### config.mk
export PLATFORM = sky130hd
export DESIGN_NAME = adc_config_mode_select
export DESIGN_NICKNAME = d
export VERILOG_FILES = /design/src/common/cfg_pkg.sv /design/src/common/serial_word_if.sv /design/src/rtl/serial_port_rx.sv /design/src/rtl/adc_config_mode_select.sv
export SDC_FILE = /design/constraint.sdc
export NUM_CORES = 1
export LEC_CHECK = 0
export ABC_CLOCK_PERIOD_IN_PS = 2580
export BUFFER_PORTS_ARGS = -buffer_cell sky130_fd_sc_hd__buf_2
export CELL_PAD_IN_SITES_DETAIL_PLACEMENT = 1
export CELL_PAD_IN_SITES_GLOBAL_PLACEMENT = 2
export CORE_UTILIZATION = 42
export CTS_BUF_LIST = sky130_fd_sc_hd__clkbuf_8
export DETAILED_ROUTE_END_ITERATION = 10
export GPL_ROUTABILITY_DRIVEN = 0
export PLACE_DENSITY_LB_ADDON = 0.1
export SLEW_MARGIN = 0
export SYNTH_ARGS = -nofsm -noshare
export SYNTH_HDL_FRONTEND = slang
export SYNTH_SLANG_ARGS = --single-unit
### constraint.sdc
create_clock -name aclk -period 2.58 [get_ports aclk]
set_input_delay 0.516 -clock aclk [delete_from_list [all_inputs] [get_ports aclk]]
set_output_delay 0.516 -clock aclk [all_outputs]
set_load 0.02 [all_outputs]
### src/common/cfg_pkg.sv
// constants, types and decode functions for the converter mode-selection block
//
// Contract
// in low-latency mode output data appears exactly ten sample-clock cycles after sampling
// reset pin held high selects parallel control from enable, clock and control pins
// parallel control configures automatically from pin levels, needing no register access
// parallel control uses enable and clock pins as multi-level analog mode inputs
// clock pin level selects coarse gain and internal or external reference
// enable pin level selects output interface type and output data format
// three control pins decoded together select power-down modes and multiplexed output
// reset pin held low turns enable, data and clock pins into a serial port
// registers are reset by pin pulse or software bit before serial programming
// serial-only use requires the host to hold all three control pins low
// reset pin low also allows serial registers and control pins together
// combined scheme configures automatically from the three control pin levels
// override bit 0 takes power-down from control pins, ignoring register bits
// override bit 1 takes power-down from register bits, overriding the pins
// control codes: normal, A off, B off, both off, down, A/B standby, mux
// falling serial clock shifts data; sixteen bits make address then data; excess dropped (count wraps: each further sixteen bits form a new word)
// software reset bit restores register defaults and then clears itself
package cfg_pkg;
  localparam int LATENCY_CYCLES = 10;
  localparam int SAMPLE_W = 12;
  localparam int SER_ADDR_W = 8;
  localparam int SER_DATA_W = 8;
  localparam int SER_WORD_W = 16;
  localparam logic [3:0] SER_CNT_LAST = 4'hF;
  localparam logic [3:0] SER_CNT_STEP = 4'h1;
  localparam logic [3:0] SER_CNT_ZERO = 4'h0;
  // serial register file
  localparam logic [7:0] SREG_RESET_ADDR = 8'h00;
  localparam logic [7:0] SREG_POWER_ADDR = 8'h01;
  localparam logic [7:0] SREG_ANALOG_ADDR = 8'h02;
  localparam logic [7:0] SREG_DEFAULT = 8'h00;
  localparam int SRESET_BIT = 0;
  localparam int PD_LSB = 0;
  localparam int PD_MSB = 2;
  localparam int PIN_OVERRIDE_BIT_BIT = 3;
  localparam int AN_GAIN_BIT = 0;
  localparam int AN_EXTREF_BIT = 1;
  localparam int AN_SBIN_BIT = 2;
  localparam int AN_CMOS_BIT = 3;
  // control pin codes, pin a is the most significant bit
  localparam logic [2:0] PD_NORMAL = 3'h0;
  localparam logic [2:0] PD_OFF_A = 3'h1;
  localparam logic [2:0] PD_OFF_B = 3'h2;
  localparam logic [2:0] PD_OFF_AB = 3'h3;
  localparam logic [2:0] PD_DOWN = 3'h4;
  localparam logic [2:0] PD_STBY_A = 3'h5;
  localparam logic [2:0] PD_STBY_B = 3'h6;
  localparam logic [2:0] PD_MUX = 3'h7;
  // quantised analog pin levels: 0, 3/8, 5/8, full supply
  localparam logic [1:0] LVL_ZERO = 2'h0;
  localparam logic [1:0] LVL_3_8 = 2'h1;
  localparam logic [1:0] LVL_5_8 = 2'h2;
  localparam logic [1:0] LVL_FULL = 2'h3;
  // register bus
  localparam int AXI_ADDR_W = 4;
  localparam logic [3:0] AXI_STATUS_ADDR = 4'h0;
  localparam logic [3:0] AXI_SERIAL_ADDR = 4'h4;
  localparam logic [1:0] RESP_OKAY = 2'h0;
  localparam logic [1:0] RESP_SLVERR = 2'h2;
  localparam int ST_REFUSED_BIT = 10;
  localparam int ST_PAD_W = 21;
  localparam logic [31:0] DATA_ZERO = 32'h0000_0000;

  typedef enum logic {SCHEME_PARALLEL, SCHEME_SERIAL} scheme_t;

  typedef struct packed {
    logic out_off_a;
    logic out_off_b;
    logic power_down_all;
    logic standby_a;
    logic standby_b;
    logic mux_mode;
  } power_mode_t;

  function automatic power_mode_t decode_power(input logic [2:0] code);
    power_mode_t m;
    m = '0;
    case (code)
      PD_NORMAL: m = '0;
      PD_OFF_A: m.out_off_a = 1'b1;
      PD_OFF_B: m.out_off_b = 1'b1;
      PD_OFF_AB: begin
        m.out_off_a = 1'b1;
        m.out_off_b = 1'b1;
      end
      PD_DOWN: m.power_down_all = 1'b1;
      PD_STBY_A: m.standby_a = 1'b1;
      PD_STBY_B: m.standby_b = 1'b1;
      PD_MUX: m.mux_mode = 1'b1;
      default: m = '0;
    endcase
    return m;
  endfunction : decode_power

  // the two middle levels share a meaning on both analog pins
  function automatic logic mid_level(input logic [1:0] lvl);
    return (lvl == LVL_3_8) || (lvl == LVL_5_8);
  endfunction : mid_level
endpackage : cfg_pkg

### src/common/serial_word_if.sv
// serial word channel between the shift receiver and the configuration core
interface serial_word_if;
  logic enable;
  logic word_valid;
  logic [7:0] word_addr;
  logic [7:0] word_data;
  modport rx (input enable, output word_valid, output word_addr, output word_data);
  modport sink (output enable, input word_valid, input word_addr, input word_data);
endinterface : serial_word_if

### src/rtl/serial_port_rx.sv
// serial port receiver: synchronises the pins and assembles 16-bit words
module serial_port_rx
  import cfg_pkg::*;
(
  input wire logic aclk,
  input wire logic aresetn,
  input wire logic serial_select_n,
  input wire logic serial_clk_pin,
  input wire logic serial_in_data,
  serial_word_if.rx port
);
  logic [1:0] sen_sync_reg;
  logic [1:0] clk_sync_reg;
  logic [1:0] dat_sync_reg;
  logic clk_prev_reg;
  logic [SER_WORD_W-2:0] shift_reg;
  logic [3:0] cnt_reg;
  wire logic fall_edge = clk_prev_reg & ~clk_sync_reg[1];
  wire logic active = ~sen_sync_reg[1] & port.enable;
  wire logic last_bit = (cnt_reg == SER_CNT_LAST);
  wire logic [SER_WORD_W-1:0] full_word = {shift_reg, dat_sync_reg[1]};

  always_ff @(posedge aclk) begin
    if (!aresetn) begin
      sen_sync_reg <= 2'h3;
      clk_sync_reg <= 2'h0;
      dat_sync_reg <= 2'h0;
      clk_prev_reg <= 1'b0;
      shift_reg <= '0;
      cnt_reg <= SER_CNT_ZERO;
      port.word_valid <= 1'b0;
      port.word_addr <= '0;
      port.word_data <= '0;
    end else begin
      sen_sync_reg <= {sen_sync_reg[0], serial_select_n};
      clk_sync_reg <= {clk_sync_reg[0], serial_clk_pin};
      dat_sync_reg <= {dat_sync_reg[0], serial_in_data};
      clk_prev_reg <= clk_sync_reg[1];
      port.word_valid <= 1'b0;
      if (!active) begin
        cnt_reg <= SER_CNT_ZERO;
      end else if (fall_edge) begin
        shift_reg <= full_word[SER_WORD_W-2:0];
        cnt_reg <= cnt_reg + SER_CNT_STEP;
        if (last_bit) begin
          port.word_valid <= 1'b1;
          port.word_addr <= full_word[SER_WORD_W-1:SER_DATA_W];
          port.word_data <= full_word[SER_DATA_W-1:0];
        end
      end
    end
  end
endmodule : serial_port_rx

### src/rtl/adc_config_mode_select.sv
// converter mode selection: pin straps, serial registers, override and output pipeline
module adc_config_mode_select
  import cfg_pkg::*;
(
  input wire logic aclk,
  input wire logic aresetn,
  input wire logic [AXI_ADDR_W-1:0] awaddr,
  input wire logic awvalid,
  output logic awready,
  input wire logic [31:0] wdata,
  input wire logic [3:0] wstrb,
  input wire logic wvalid,
  output logic wready,
  output logic [1:0] bresp,
  output logic bvalid,
  input wire logic bready,
  input wire logic [AXI_ADDR_W-1:0] araddr,
  input wire logic arvalid,
  output logic arready,
  output logic [31:0] rdata,
  output logic [1:0] rresp,
  output logic rvalid,
  input wire logic rready,
  input wire logic reset_pin,
  input wire logic serial_select_n,
  input wire logic serial_clk_pin,
  input wire logic serial_in_data,
  input wire logic [1:0] sclk_level,
  input wire logic [1:0] sen_level,
  input wire logic power_mode_pin_a,
  input wire logic power_mode_pin_b,
  input wire logic power_mode_pin_c,
  input wire logic sample_valid_in,
  input wire logic [SAMPLE_W-1:0] sample_a_in,
  input wire logic [SAMPLE_W-1:0] sample_b_in,
  output logic data_valid_out,
  output logic [SAMPLE_W-1:0] data_a_out,
  output logic [SAMPLE_W-1:0] data_b_out,
  output logic scheme_serial,
  output logic coarse_gain_en,
  output logic ext_ref_sel,
  output logic straight_binary,
  output logic cmos_output,
  output logic out_off_a,
  output logic out_off_b,
  output logic power_down_all,
  output logic standby_a,
  output logic standby_b,
  output logic mux_mode
);
  // pin synchronisers: reset, three control pins, two analog level pairs
  logic [7:0] pin_sync1_reg;
  logic [7:0] pin_sync2_reg;
  logic [7:0] power_sreg;
  logic [7:0] analog_sreg;
  logic regs_init_reg;
  logic refused_reg;
  logic [SER_WORD_W-1:0] last_word_reg;
  scheme_t scheme_reg;
  logic [2:0] pd_code_reg;
  power_mode_t pmode_reg;
  logic gain_reg;
  logic extref_reg;
  logic sbin_reg;
  logic cmos_reg;
  logic aw_hold_reg;
  logic w_hold_reg;
  logic [AXI_ADDR_W-1:0] awaddr_reg;
  logic [31:0] wdata_reg;
  logic [SAMPLE_W-1:0] pipe_a [LATENCY_CYCLES];
  logic [SAMPLE_W-1:0] pipe_b [LATENCY_CYCLES];
  logic [LATENCY_CYCLES-1:0] pipe_v_reg;

  serial_word_if ser ();

  serial_port_rx u_rx (
    .aclk(aclk),
    .aresetn(aresetn),
    .serial_select_n(serial_select_n),
    .serial_clk_pin(serial_clk_pin),
    .serial_in_data(serial_in_data),
    .port(ser.rx)
  );

  wire logic [7:0] pin_raw = {reset_pin, power_mode_pin_a, power_mode_pin_b, power_mode_pin_c,
                              sclk_level, sen_level};
  wire logic rst_pin_s = pin_sync2_reg[7];
  wire logic [2:0] ctrl_code = pin_sync2_reg[6:4];
  wire logic [1:0] sclk_lvl = pin_sync2_reg[3:2];
  wire logic [1:0] sen_lvl = pin_sync2_reg[1:0];
  wire logic serial_mode = !rst_pin_s;

  // the serial port is only live when the reset pin is low
  assign ser.enable = serial_mode;

  // register bus write path
  wire logic do_write = aw_hold_reg & w_hold_reg & ~bvalid;
  wire logic wr_status = do_write && (awaddr_reg == AXI_STATUS_ADDR);
  wire logic wr_serial = do_write && (awaddr_reg == AXI_SERIAL_ADDR);
  wire logic wr_mapped = wr_status | wr_serial;

  // a word from the pins wins; a bus word in the same cycle is counted as refused
  wire logic word_take = ser.word_valid | wr_serial;
  wire logic [7:0] word_addr = ser.word_valid ? ser.word_addr
                                              : wdata_reg[SER_WORD_W-1:SER_DATA_W];
  wire logic [7:0] word_data = ser.word_valid ? ser.word_data : wdata_reg[SER_DATA_W-1:0];
  wire logic bus_lost = ser.word_valid & wr_serial;
  wire logic sw_reset = word_take && serial_mode && (word_addr == SREG_RESET_ADDR)
                        && word_data[SRESET_BIT];
  wire logic write_ok = word_take && serial_mode && regs_init_reg && !sw_reset;
  wire logic refuse = (word_take && !write_ok && !sw_reset) || bus_lost;
  wire logic regs_default = rst_pin_s || sw_reset;

  // effective configuration
  wire logic pin_override_bit = power_sreg[PIN_OVERRIDE_BIT_BIT];
  wire logic [2:0] pd_next = (serial_mode && pin_override_bit) ? power_sreg[PD_MSB:PD_LSB]
                                                   : ctrl_code;
  wire power_mode_t pmode_next = decode_power(pd_next);
  wire logic gain_next = serial_mode ? analog_sreg[AN_GAIN_BIT] : sclk_lvl[1];
  wire logic extref_next = serial_mode ? analog_sreg[AN_EXTREF_BIT] : mid_level(sclk_lvl);
  wire logic sbin_next = serial_mode ? analog_sreg[AN_SBIN_BIT] : mid_level(sen_lvl);
  wire logic cmos_next = serial_mode ? analog_sreg[AN_CMOS_BIT] : sen_lvl[1];

  wire logic [31:0] status_word = {{ST_PAD_W{1'b0}}, refused_reg, pin_override_bit, cmos_reg, sbin_reg,
                                   extref_reg, gain_reg, pd_code_reg, regs_init_reg,
                                   scheme_reg == SCHEME_SERIAL};
  wire logic [31:0] rd_word = (araddr == AXI_STATUS_ADDR) ? status_word
                            : (araddr == AXI_SERIAL_ADDR) ? {16'h0000, last_word_reg}
                            : DATA_ZERO;
  wire logic rd_mapped = (araddr == AXI_STATUS_ADDR) || (araddr == AXI_SERIAL_ADDR);

  assign awready = ~aw_hold_reg & ~bvalid;
  assign wready = ~w_hold_reg & ~bvalid;
  assign arready = ~rvalid;

  always_ff @(posedge aclk) begin
    if (!aresetn) begin
      pin_sync1_reg <= '0;
      pin_sync2_reg <= '0;
    end else begin
      pin_sync1_reg <= pin_raw;
      pin_sync2_reg <= pin_sync1_reg;
    end
  end

  // serial register file
  always_ff @(posedge aclk) begin
    if (!aresetn || regs_default) begin
      power_sreg <= SREG_DEFAULT;
      analog_sreg <= SREG_DEFAULT;
    end else if (write_ok) begin
      if (word_addr == SREG_POWER_ADDR) power_sreg <= word_data;
      if (word_addr == SREG_ANALOG_ADDR) analog_sreg <= word_data;
    end
  end

  always_ff @(posedge aclk) begin
    if (!aresetn) begin
      regs_init_reg <= 1'b0;
      refused_reg <= 1'b0;
      last_word_reg <= '0;
    end else begin
      if (regs_default) regs_init_reg <= 1'b1;
      // a new refusal wins over a clear in the same cycle
      if (refuse) refused_reg <= 1'b1;
      else if (wr_status && wdata_reg[ST_REFUSED_BIT]) refused_reg <= 1'b0;
      if (write_ok) last_word_reg <= {word_addr, word_data};
    end
  end

  // configuration outputs follow pin levels continuously in parallel mode, so power-up needs no access
  always_ff @(posedge aclk) begin
    if (!aresetn) begin
      scheme_reg <= SCHEME_PARALLEL;
      pd_code_reg <= PD_NORMAL;
      pmode_reg <= '0;
      gain_reg <= 1'b0;
      extref_reg <= 1'b0;
      sbin_reg <= 1'b0;
      cmos_reg <= 1'b0;
    end else begin
      scheme_reg <= serial_mode ? SCHEME_SERIAL : SCHEME_PARALLEL;
      pd_code_reg <= pd_next;
      pmode_reg <= pmode_next;
      gain_reg <= gain_next;
      extref_reg <= extref_next;
      sbin_reg <= sbin_next;
      cmos_reg <= cmos_next;
    end
  end

  assign scheme_serial = (scheme_reg == SCHEME_SERIAL);
  assign coarse_gain_en = gain_reg;
  assign ext_ref_sel = extref_reg;
  assign straight_binary = sbin_reg;
  assign cmos_output = cmos_reg;
  assign out_off_a = pmode_reg.out_off_a;
  assign out_off_b = pmode_reg.out_off_b;
  assign power_down_all = pmode_reg.power_down_all;
  assign standby_a = pmode_reg.standby_a;
  assign standby_b = pmode_reg.standby_b;
  assign mux_mode = pmode_reg.mux_mode;

  // bus slave: address and data held separately, response after both
  always_ff @(posedge aclk) begin
    if (!aresetn) begin
      aw_hold_reg <= 1'b0;
      w_hold_reg <= 1'b0;
      awaddr_reg <= '0;
      wdata_reg <= DATA_ZERO;
      bvalid <= 1'b0;
      bresp <= RESP_OKAY;
    end else begin
      if (awvalid && awready) begin
        aw_hold_reg <= 1'b1;
        awaddr_reg <= awaddr;
      end
      if (wvalid && wready) begin
        w_hold_reg <= 1'b1;
        wdata_reg <= wdata;
      end
      if (do_write) begin
        aw_hold_reg <= 1'b0;
        w_hold_reg <= 1'b0;
        bvalid <= 1'b1;
        bresp <= wr_mapped ? RESP_OKAY : RESP_SLVERR;
      end else if (bready) begin
        bvalid <= 1'b0;
      end
    end
  end

  always_ff @(posedge aclk) begin
    if (!aresetn) begin
      rvalid <= 1'b0;
      rdata <= DATA_ZERO;
      rresp <= RESP_OKAY;
    end else if (arvalid && arready) begin
      rvalid <= 1'b1;
      rdata <= rd_word;
      rresp <= rd_mapped ? RESP_OKAY : RESP_SLVERR;
    end else if (rready) begin
      rvalid <= 1'b0;
    end
  end

  // fixed low-latency output pipeline
  always_ff @(posedge aclk) begin
    if (!aresetn) begin
      pipe_v_reg <= '0;
    end else begin
      pipe_v_reg <= {pipe_v_reg[LATENCY_CYCLES-2:0], sample_valid_in};
    end
  end

  always_ff @(posedge aclk) begin
    pipe_a[0] <= sample_a_in;
    pipe_b[0] <= sample_b_in;
    for (int i = 1; i < LATENCY_CYCLES; i++) begin
      pipe_a[i] <= pipe_a[i-1];
      pipe_b[i] <= pipe_b[i-1];
    end
  end

  assign data_valid_out = pipe_v_reg[LATENCY_CYCLES-1];
  assign data_a_out = pipe_a[LATENCY_CYCLES-1];
  assign data_b_out = pipe_b[LATENCY_CYCLES-1];

  // helper for the checks below: cycles since reset, saturating
  logic [3:0] age_reg;
  always_ff @(posedge aclk) begin
    if (!aresetn) age_reg <= 4'h0;
    else if (age_reg != 4'hF) age_reg <= age_reg + 4'h1;
  end
endmodule : adc_config_mode_select

# ---- Yosys cells after proc, flatten, opt, wreduce, memory -nomap -nowiden
# Memories as Yosys holds them, arrays and structs flattened.
# Index checks and enable logic that the tools add are counted.
dict set report classes {
  bitwise_logic 16
  muxes 25
  n_addsub 1
  n_eq_ne 16
  reduce_logical 39
}
# operator n
set op_table {}
lappend op_table {{2-to-1 mux 16 bit} 2}
lappend op_table {{2-to-1 mux 1 bit} 18}
lappend op_table {{2-to-1 mux 8 bit} 2}
lappend op_table {{logical AND 1 bit} 14}
lappend op_table {{equality test 3 bit (second input constant)} 4}
lappend op_table {{equality test 4 x 3 -> 1 bit (second input constant)} 2}
lappend op_table {{equality test 8 x 1 -> 1 bit (second input constant)} 1}
lappend op_table {{equality test 8 x 2 -> 1 bit (second input constant)} 1}
lappend op_table {{logical NOT 4 bit} 2}
lappend op_table {{logical NOT 8 bit} 1}
lappend op_table {{AND reduction 2 bit} 4}
lappend op_table {{bitwise AND 1 bit} 7}
lappend op_table {{NOT 1 bit} 7}
lappend op_table {{equality test 3 x 2 -> 1 bit (second input constant)} 2}
lappend op_table {{logical OR 1 bit} 6}
lappend op_table {{AND reduction 3 bit} 2}
lappend op_table {{nonzero test 2 bit} 3}
lappend op_table {{OR reduction 2 bit} 3}
lappend op_table {{adder 4 x 1 -> 4 bit (second input constant)} 1}
lappend op_table {{equality test 2 x 1 -> 1 bit (second input constant)} 2}
lappend op_table {{equality test 2 bit (second input constant)} 2}
lappend op_table {{equality test 4 bit (second input constant)} 1}
lappend op_table {{logical NOT 1 bit} 4}
lappend op_table {{2-to-1 mux 2 bit} 2}
lappend op_table {{3 further kinds} 4}
dict set report word_totals {
  reg_bits 169
  output_inout_bits 77
  input_bits 87
  wordCells 137
  ramBits 240
  n_memories 2
}
# memory words width read_ports rd_clocked_by_memory_dff write_ports line_no
set memory_table {}
lappend memory_table {pipe_a 10 12 10 0 10 adc_config_mode_select.sv:70} ;# logic [SAMPLE_W-1:0] pipe_a [LATENCY_CYCLES];
lappend memory_table {pipe_b 10 12 10 0 10 adc_config_mode_select.sv:71} ;# logic [SAMPLE_W-1:0] pipe_b [LATENCY_CYCLES];

# ---- Logic depth before layout (Yosys ltp)
# Gate-level depths: netlist (run 1).
dict set report logic_depth {
  ltp_word 14
  ltp_mapped 8
}

# ---- By module
# A second synthesis (run 1) with hierarchy kept.
dict set report hier_totals {
  cells_unflattened 851
  area_unflattened_um2 10606.4
}
# mod n_inst area_each_um2 cells_per_inst
set by_module_without_submodules {}
lappend by_module_without_submodules {adc_config_mode_select 1 8976.1 677}
lappend by_module_without_submodules {serial_port_rx 1 1630.3 174}

# ---- Worst setup path after synthesis (run 1)
# OpenSTA, ideal clock, no wires.
dict set report synth_path {
  path_kind {reg-to-reg}
  startpoint {reg bvalid}
  endpoint {reg power_sreg[0]}
  stages_incl_launch_ff 7
  setup_slack_ps 793
  period_less_slack_ps 1787
  required_time_ps 2455
  arrival_time_ps 1662
  cell_sequence {dfxtp_1 buf_2 and3b_1 a31oi_2 or3_1 nor4_1 nor3_1}
}
dict set report synth_between {
  elab_chain_len 10
  elab_cells_between_ends 13
}
# element line_no
set synth_rtl {}
lappend synth_rtl {{start, declared} adc_config_mode_select.sv:15} ;# output logic bvalid,
lappend synth_rtl {{start signal, assigned} adc_config_mode_select.sv:211} ;# bvalid <= 1'b0;
lappend synth_rtl {{start signal, assigned} adc_config_mode_select.sv:225} ;# bvalid <= 1'b1;
lappend synth_rtl {{start signal, assigned} adc_config_mode_select.sv:228} ;# bvalid <= 1'b0;
lappend synth_rtl {{NOT 1 bit (*)} adc_config_mode_select.sv:97} ;# wire logic do_write = aw_hold_reg & w_hold_reg & ~bvalid;
lappend synth_rtl {{bitwise AND 1 bit (*)} adc_config_mode_select.sv:97}
lappend synth_rtl {{logical AND 1 bit (*)} adc_config_mode_select.sv:99} ;# wire logic wr_serial = do_write && (awaddr_reg == AXI_SERIAL_ADDR);
lappend synth_rtl {{bitwise OR 1 bit (*)} adc_config_mode_select.sv:103} ;# wire logic word_take = ser.word_valid | wr_serial;
lappend synth_rtl {{logical AND 1 bit (*)} {adc_config_mode_select.sv:108, adc_config_mode_select.sv:110}}
lappend synth_rtl {{logical AND 1 bit} adc_config_mode_select.sv:108} ;# wire logic sw_reset = word_take && serial_mode && (word_addr == SREG_RESET_ADDR)
lappend synth_rtl {{logical AND 1 bit} adc_config_mode_select.sv:109} ;# && word_data[SRESET_BIT];
lappend synth_rtl {{logical NOT 1 bit} adc_config_mode_select.sv:110} ;# wire logic write_ok = word_take && serial_mode && regs_init_reg && !sw_reset;
lappend synth_rtl {{logical AND 1 bit} adc_config_mode_select.sv:110}
lappend synth_rtl {{AND reduction 2 bit (no line)} n/a}
lappend synth_rtl {{end signal, assigned} adc_config_mode_select.sv:152} ;# if (word_addr == SREG_POWER_ADDR) power_sreg <= word_data;
lappend synth_rtl {{end, declared} adc_config_mode_select.sv:54} ;# logic [7:0] power_sreg;
# Every way passes the cells marked *; elsewhere a longest branch is shown, timed or not.
# A chain may end at the register's enable or synchronous reset.

# ---- Worst setup path in the final report (run 1)
dict set report layout_path {
  startpoint {reg u_rx.port.word_valid}
  endpoint {reg analog_sreg[3]}
}
dict set report layout_between {
  elab_chain_len 7
  elab_cells_between_ends 14
}
# element line_no
set layout_rtl {}
lappend layout_rtl {{start, declared} serial_word_if.sv:7} ;# modport rx (input enable, output word_valid, output word_addr, output word_data);
lappend layout_rtl {{start signal, assigned} serial_port_rx.sv:31} ;# port.word_valid <= 1'b0;
lappend layout_rtl {{start signal, assigned} serial_port_rx.sv:39} ;# port.word_valid <= 1'b0;
lappend layout_rtl {{start signal, assigned} serial_port_rx.sv:46} ;# port.word_valid <= 1'b1;
lappend layout_rtl {{2-to-1 mux 8 bit or bitwise OR 1 bit (tied branches)} {adc_config_mode_select.sv:104, adc_config_mode_select.sv:103}}
lappend layout_rtl {{logical NOT 8 bit or logical AND 1 bit (tied branches)} {adc_config_mode_select.sv:108, adc_config_mode_select.sv:110}}
lappend layout_rtl {{logical AND 1 bit} adc_config_mode_select.sv:108}
lappend layout_rtl {{logical AND 1 bit} adc_config_mode_select.sv:109}
lappend layout_rtl {{logical NOT 1 bit} adc_config_mode_select.sv:110}
lappend layout_rtl {{logical AND 1 bit} adc_config_mode_select.sv:110}
lappend layout_rtl {{AND reduction 2 bit (no line)} n/a}
lappend layout_rtl {{end signal, assigned} adc_config_mode_select.sv:153} ;# if (word_addr == SREG_ANALOG_ADDR) analog_sreg <= word_data;
lappend layout_rtl {{end, declared} adc_config_mode_select.sv:55} ;# logic [7:0] analog_sreg;
# Parallel ways exist; a longest one is shown, timed or not.

==> results.cfg, run 1 <==
[routing]
ant_nets = 0
finalWirelength_mm = 19.14
vias = 6249
firstDrtPassIters = 4
routed_via_density = 4.404
avgRoutedWirePerCell_um = 13.48
drc = 0
drtIter0Drc = 238

[hold_path]
hold-path-endpoint = pipe_b[0][4]
min_from = sample_b_in[4]
holdPathStages = 1
hold_class = in2reg

[sta]
fin_crit_sh = 0.8161
setup_violations = 0
slew_viol_final = 0
hold_viol = 0
slew_headroom = 0.4692
worst_clock_skew_ps = 17.15
finalCriticalPeriod_ps = 2105
grt_setup_unrepaired = no
fin_setup_tns_ps = 0
worst_slack_ps = 474.6
worst_pin_slew_ps = 792.8
timing.fmax_ghz = 0.4750

[grt]
grt.overflow.total = 0
grt_max_degree = 147
grt_pass1_vias = 6314
antenna_found_initial = 0
grt_pass1_wl_mm = 30.82
grt.total_usage = 0.1457

[status]
status = complete, no violations

[synth]
synth-edff-count = 0
synth-async-reset-ratio = 0
yosys_warnings = 0
yosysMostFrequentCell = dfxtp_1
syn-mean-instance-area_um2 = 12.48
synthTopCellsByCount = 391 x dfxtp_1, 133 x nand2_1, 46 x a21boi_0, 38 x and2_1, 29 x clkbuf_1
ys_seq_area_frac = 0.7269
yosysTopAreaCellShare = 0.7269
synthFlopType = dfxtp_1
synth_top_area_cell = dfxtp_1
synthTopCellsByArea = dfxtp_1 73%, nand2_1 4.6%, a21boi_0 3.2%
synth_cells = 863
yosysUniqueCellTypes = 52
ys_seq_elements = 391
synthesis.area_mm2 = 0.01077

[layout]
drive_gt1_frac = 0.2415
stdcell_area_mm2 = 0.01322
antenna_cells = 0
nets = 1131
top_regs = pipe_a (120), pipe_b (120)
area_growth_pct = 22.80

[clock_network]
root_buffer = clkbuf_8
cts.sinks = 391
clockBufferDepth = 3
clk_pin_slew_ps = 70
htree_levels = 2
cts_tree = built
numCtsBuffers = 58
clk_latency_ps = 580

[critical_path]
crit_arrival_ps = 2560
ff2ff_path_depth = 5
crit_buf_inv = 0
critPathLaunch = u_rx.port.word_valid
r2r_setup_slack_ps = 470
critPathSlowestCell = dfxtp_1
r2r_end = analog_sreg[3]
crit_chain = nor4b_4, nand2_2, a2111oi_4, mux2i_1, nor2_1
critPathMaxFanout = 14
setup.worst_path.class = reg2reg
timing.rr.start = u_rx.port.word_valid
cp_slowest_stage_delay_ps = 690
endpoint_kind = flop
worst_path_dominant_cell_family = flip-flops
required_ps = 3040
critPathLaunchType = flop

[floorplan]
die-area_mm2 = 0.02628
dieWidth_um = 162.1
start_util = 0.4277
pin_count = 164
die_h_um = 162.1
coreArea_mm2 = 0.02518
rows = 58

[power]
p_leak_nw = 5.613
power_mw = 12.17
power_density_mw_per_mm2 = 920.6
ir_drop_mv = 0.6284

[flow_run]
maxCapViolCount = 0

[placed_design]
dp_slack_ps = 423.7
post-dp-hpwl_mm = 12.24
post_dp_cell_area_mm2 = 0.01166
io_buffers = 125
how the worst max path moves through the flow:
stage | end | slack, ps | depth (start not counted)
finish | analog_sreg[3] | 470 | 5
global route | analog_sreg[3] | 210 | 5
CTS | analog_sreg[3] | 430 | 5
detailed placement | analog_sreg[0] | 420 | 5
global placement | analog_sreg[0] | 470 | 5
floorplan | power_sreg[0] | 790 | 6
area by class of cell:
class | instances | area [um2]
multi-input combinational | 429 | 2691
fill | 2627 | 11960
clock inverter | 27 | 244.0
inverter | 6 | 22.52
sequential | 391 | 7828
timing repair buffer | 157 | 938.4
clock buffer | 79 | 1087
tap | 330 | 412.9
report_power, final:
| part | switching (mW) | internal, mW |
|---|---|---|
| clock network | 2.25 | 3.14 |
| logic | 0.233 | 0.174 |
| registers | 0.0796 | 6.29 |
routing by layer:
metal,GRT usage,routed length (um),vias to the layer above
met3,0.03728,858,31
li1,-,-,3158
met4,0.04889,291,0
met5,0,0,-
met2,0.2388,8940,134
met1,0.1866,9044,2926
worst reg2reg max path, cell delays in order (launching register included):
cell and delay, ps:
dfxtp_1 690, nor4b_4 330, nand2_2 130, a2111oi_4 540
mux2i_1 240, nor2_1 50
cell usage in the layout, fill, tap and decap left out, types with 4 or more instances in the layout:
cell type      count
a21boi_1           6
and2_1            38
dlygate4sd3_1     23
nor2b_1           26
buf_2            124
nand2b_1           8
mux2i_1           27
o21ai_0            4
nor3_1             8
a21oi_1            8
a21boi_0          46
clkinv_2           6
nor2_1            21
o211a_1            5
nand2_1          133
a22oi_1           11
buf_4              9
nor4_1             4
conb_1            18
inv_1             20
a32oi_1            5
dfxtp_1          391
clkbuf_8          79
bufinv_16          4
mux2_2            25
per-stage QoR:
stage,std cells,hold WS [ps],utilization
floorplan,880,309.6,-
global placement,1290,309.5,0.4631
detailed placement,1290,313.2,0.4631
CTS,1418,0.7506,0.5247
global route,1419,16.36,0.5251
finish,1419,56.78,0.5251
repair_timing:
| action | CTS | global route |
|---|---|---|
| resized for setup | 0 | 0 |
| buffers inserted | 0 | 0 |
| setup endpoints to repair | 0 | 0 |
| hold buffers | 22 | 1 |
| endpoints found under the hold margin | 22 | 1 |
logic make-up (layout without fill, tap and decap cells):
logic type	after synthesis	after routing	share of synthesized area
simple gates	258	258	0.1172
other cells	1	18	0.0003482
fa+ha+maj	1	1	0.001162
buf+inv	60	269	0.02916
xor+xnor	5	5	0.004067
flops	391	391	0.7269
compound gates	94	94	0.06785
mux	53	53	0.05333
Note: power is estimated with default switching activity, not from simulation.
==> run 2: changes to the inputs <==
--- a/config.mk
+++ b/config.mk
@@ -5,11 +5,12 @@
 export SDC_FILE = /design/constraint.sdc
 export NUM_CORES = 1
 export LEC_CHECK = 0
-export ABC_CLOCK_PERIOD_IN_PS = 2580
+export ABC_AREA = 1
+export ABC_CLOCK_PERIOD_IN_PS = 1900
 export BUFFER_PORTS_ARGS = -buffer_cell sky130_fd_sc_hd__buf_2
 export CELL_PAD_IN_SITES_DETAIL_PLACEMENT = 1
 export CELL_PAD_IN_SITES_GLOBAL_PLACEMENT = 2
-export CORE_UTILIZATION = 42
+export CORE_UTILIZATION = 34
 export CTS_BUF_LIST = sky130_fd_sc_hd__clkbuf_8
 export DETAILED_ROUTE_END_ITERATION = 10
 export GPL_ROUTABILITY_DRIVEN = 0
==> constraint.sdc (replaced) <==
create_clock -name aclk -period 1.9 [get_ports aclk]
set_input_delay 0.38 -clock aclk [delete_from_list [all_inputs] [get_ports aclk]]
set_output_delay 0.38 -clock aclk [all_outputs]
set_load 0.02 [all_outputs]
==> run 2 against run 1 <==
  * Combinational power up 85%
  * Count of clock-buffer cells in the layout is 5 lower
  * Worst setup slack got worse by 320 ps
  * Register-to-register slack worse by 280 ps
  * Total power is 33% higher
  * Flip-flop and latch count is the same
  * Largest cell class unchanged
==> results.cfg, run 2 <==
[routing]
avgRoutedWirePerCell_um = 12.71
vias = 6867
drtIter0Drc = 174
drc = 0
finalWirelength_mm = 21.03
routed_via_density = 4.152
firstDrtPassIters = 4
ant_nets = 0

[layout]
multi_input_area_mm2 = 0.002223
stdcell_area_mm2 = 0.01334
nets = 1300
stdcell_count = 1654
final_cell_mix = 391 x dfxtp_1, 127 x nor2_1, 124 x buf_2
antenna_cells = 0
area_growth_pct = 25.52
drive_gt1_frac = 0.2107
final-seq-area_mm2 = 0.007828
top_regs = pipe_a (120), pipe_b (120)
fillers = 3440
layout_commonest_cell = dfxtp_1

[power]
power_mw = 16.19
power_density_mw_per_mm2 = 1214
p_seq_frac = 0.537
swShare = 0.2252
clkPwrFrac = 0.416
p_leak_nw = 6.119
intPower_mw = 12.55
pwr-share-comb = 0.046
ir_drop_mv = 0.6287
p_switching_mw = 3.646

[critical_path]
required_ps = 1520
critPathLaunchType = flop
crit_arrival_ps = 1370
setup.worst_path.class = reg2out
critPathMaxFanout = 5
endpoint_kind = output pin

[sta]
worst_slack_ps = 151.1
hold_viol = 0
timing.fmax_ghz = 0.5718
slew_headroom = 0.6805
worst_pin_slew_ps = 465.9
slew_viol_final = 0
fin_crit_sh = 0.9205
setup_violations = 0
worst_clock_skew_ps = 30.11
fin_setup_tns_ps = 0
grt_setup_unrepaired = no
finalCriticalPeriod_ps = 1749

[placed_design]
io_buffers = 125
dp_slack_ps = -59.89
dpl.cell_count = 1507
post_dp_cell_area_mm2 = 0.01171
post-dp-hpwl_mm = 13.79

[grt]
grt.total_usage = 0.1347
grt.overflow.total = 0
grt_pass1_wl_mm = 33.89
antenna_found_initial = 0
grt_pass1_vias = 6794
grt_max_degree = 112

[floorplan]
start_util = 0.3466
coreArea_mm2 = 0.03067
die-area_mm2 = 0.03198
dieWidth_um = 178.8
rows = 64
pin_count = 164
die_h_um = 178.8

[clock_network]
cts_tree = built
numCtsBuffers = 61
clockBufferDepth = 3
htree_levels = 2
clk_pin_slew_ps = 50
clk_latency_ps = 600
root_buffer = clkbuf_8
cts.sinks = 391

[synth]
ys_seq_area_frac = 0.7363
synthesis.area_mm2 = 0.01063
ys_seq_elements = 391
synthTopCellsByCount = 391 x dfxtp_1, 127 x nor2_1, 115 x nand2_1, 97 x inv_1, 67 x o21ai_0
synth_top_area_cell = dfxtp_1
synth_cells = 995
synthTopCellsByArea = dfxtp_1 74%, nor2_1 4.5%, nand2_1 4.1%
yosysMostFrequentCell = dfxtp_1
yosys_warnings = 0
syn-mean-instance-area_um2 = 10.68
synthFlopType = dfxtp_1
yosysTopAreaCellShare = 0.7363
yosysUniqueCellTypes = 36
synth-edff-count = 0
synth-async-reset-ratio = 0

[flow_run]
maxCapViolCount = 0

[hold_path]
hold_class = in2reg

[status]
status = complete, no violations
[run 2: cell count changes after synthesis, moves of 11 or more]
cell and delta:
nand2_1 -18, mux2i_1 -24, inv_1 +91, nor2b_1 -26, a21oi_1 +20, nor2_1 +106
o21ai_0 +63, nand3_1 +47, and2_1 -38, a21boi_0 -46, a22oi_1 -11, mux2_2 -25
[run 2: layout make-up]
cell class                 count  area share
timing repair buffer         185     0.08946
multi-input combinational    471      0.1666
sequential                   391      0.5866
inverter                     102     0.02888
clock inverter                35     0.01491
tap                          396     0.03713
clock buffer                  74     0.07633
[run 2: per-layer routing]
metal | track usage | routed length (um) | share of wire | up-vias
met5 | 0 | 0 | 0 | -
met3 | 0.03032 | 894 | 0.043 | 37
met4 | 0.05332 | 470 | 0.022 | 0
met1 | 0.1728 | 10060 | 0.48 | 3154
met2 | 0.2186 | 9601 | 0.46 | 153
li1 | - | - | - | 3523
[run 2: stage by stage]
| step | hold slack, ps | util |
|---|---|---|
| 2_1_floorplan | 309.6 | - |
| 3_3_place_gp | 309.6 | 0.3819 |
| 3_5_place_dp | 313.2 | 0.3819 |
| 4_1_cts | 2.717 | 0.4335 |
| 5_1_grt | 41.62 | 0.4351 |
| 6_report | 39.00 | 0.4351 |
[run 2: power by group through the flow]
| stage | Combinational, mW | Sequential [mW] | Clock (mW) |
|---|---|---|---|
| final | 0.753 | 8.70 | 6.74 |
| after global routing | 0.852 | 8.73 | 7.42 |
| after CTS | 0.766 | 8.71 | 7.05 |
| after detailed placement | 0.705 | 8.88 | 0 |
| after global placement | 0.695 | 8.86 | 0 |
| after floorplan | 0.388 | 8.90 | 0 |
[run 2: cell families after synthesis]
| logic type | count (synthesis) | share of synthesized area |
|---|---|---|
| xor gates and xnor gates | 2 | 0.001648 |
| adders and majority gates | 1 | 0.001177 |
| buffers and inverters | 151 | 0.06415 |
| other | 1 | 0.0003528 |
| DFF | 391 | 0.7363 |
| muxes | 3 | 0.002825 |
| and+or+nand+nor | 324 | 0.1311 |
| AOI/OAI and AO/OA | 122 | 0.06238 |
[run 2: worst paths after layout]
check	from	slack, ps	cells after the start	end
hold reg to reg	pipe_a[5][9]	320	0	pipe_a[6][9]
setup / recovery	bvalid	150	3	awready
setup reg to reg	u_rx.port.word_valid	190	11	power_sreg[2]
hold / removal	wdata[13]	40	3	wdata_reg[13]
[run 2: worst max-delay path: stages, from the launching register on]
cell and delay (ps):
dfxtp_1 320, buf_4 150, nor2_1 120, buf_2 180
[run 2: repair_timing]
item                                    CTS  global route
cloned                                    1             0
resized for setup                         0             8
hold buffers                             36             0
endpoints found under the setup margin   10            22
endpoints found under the hold margin    36             0
pin swaps                                 1             1
buffers inserted                          0             1
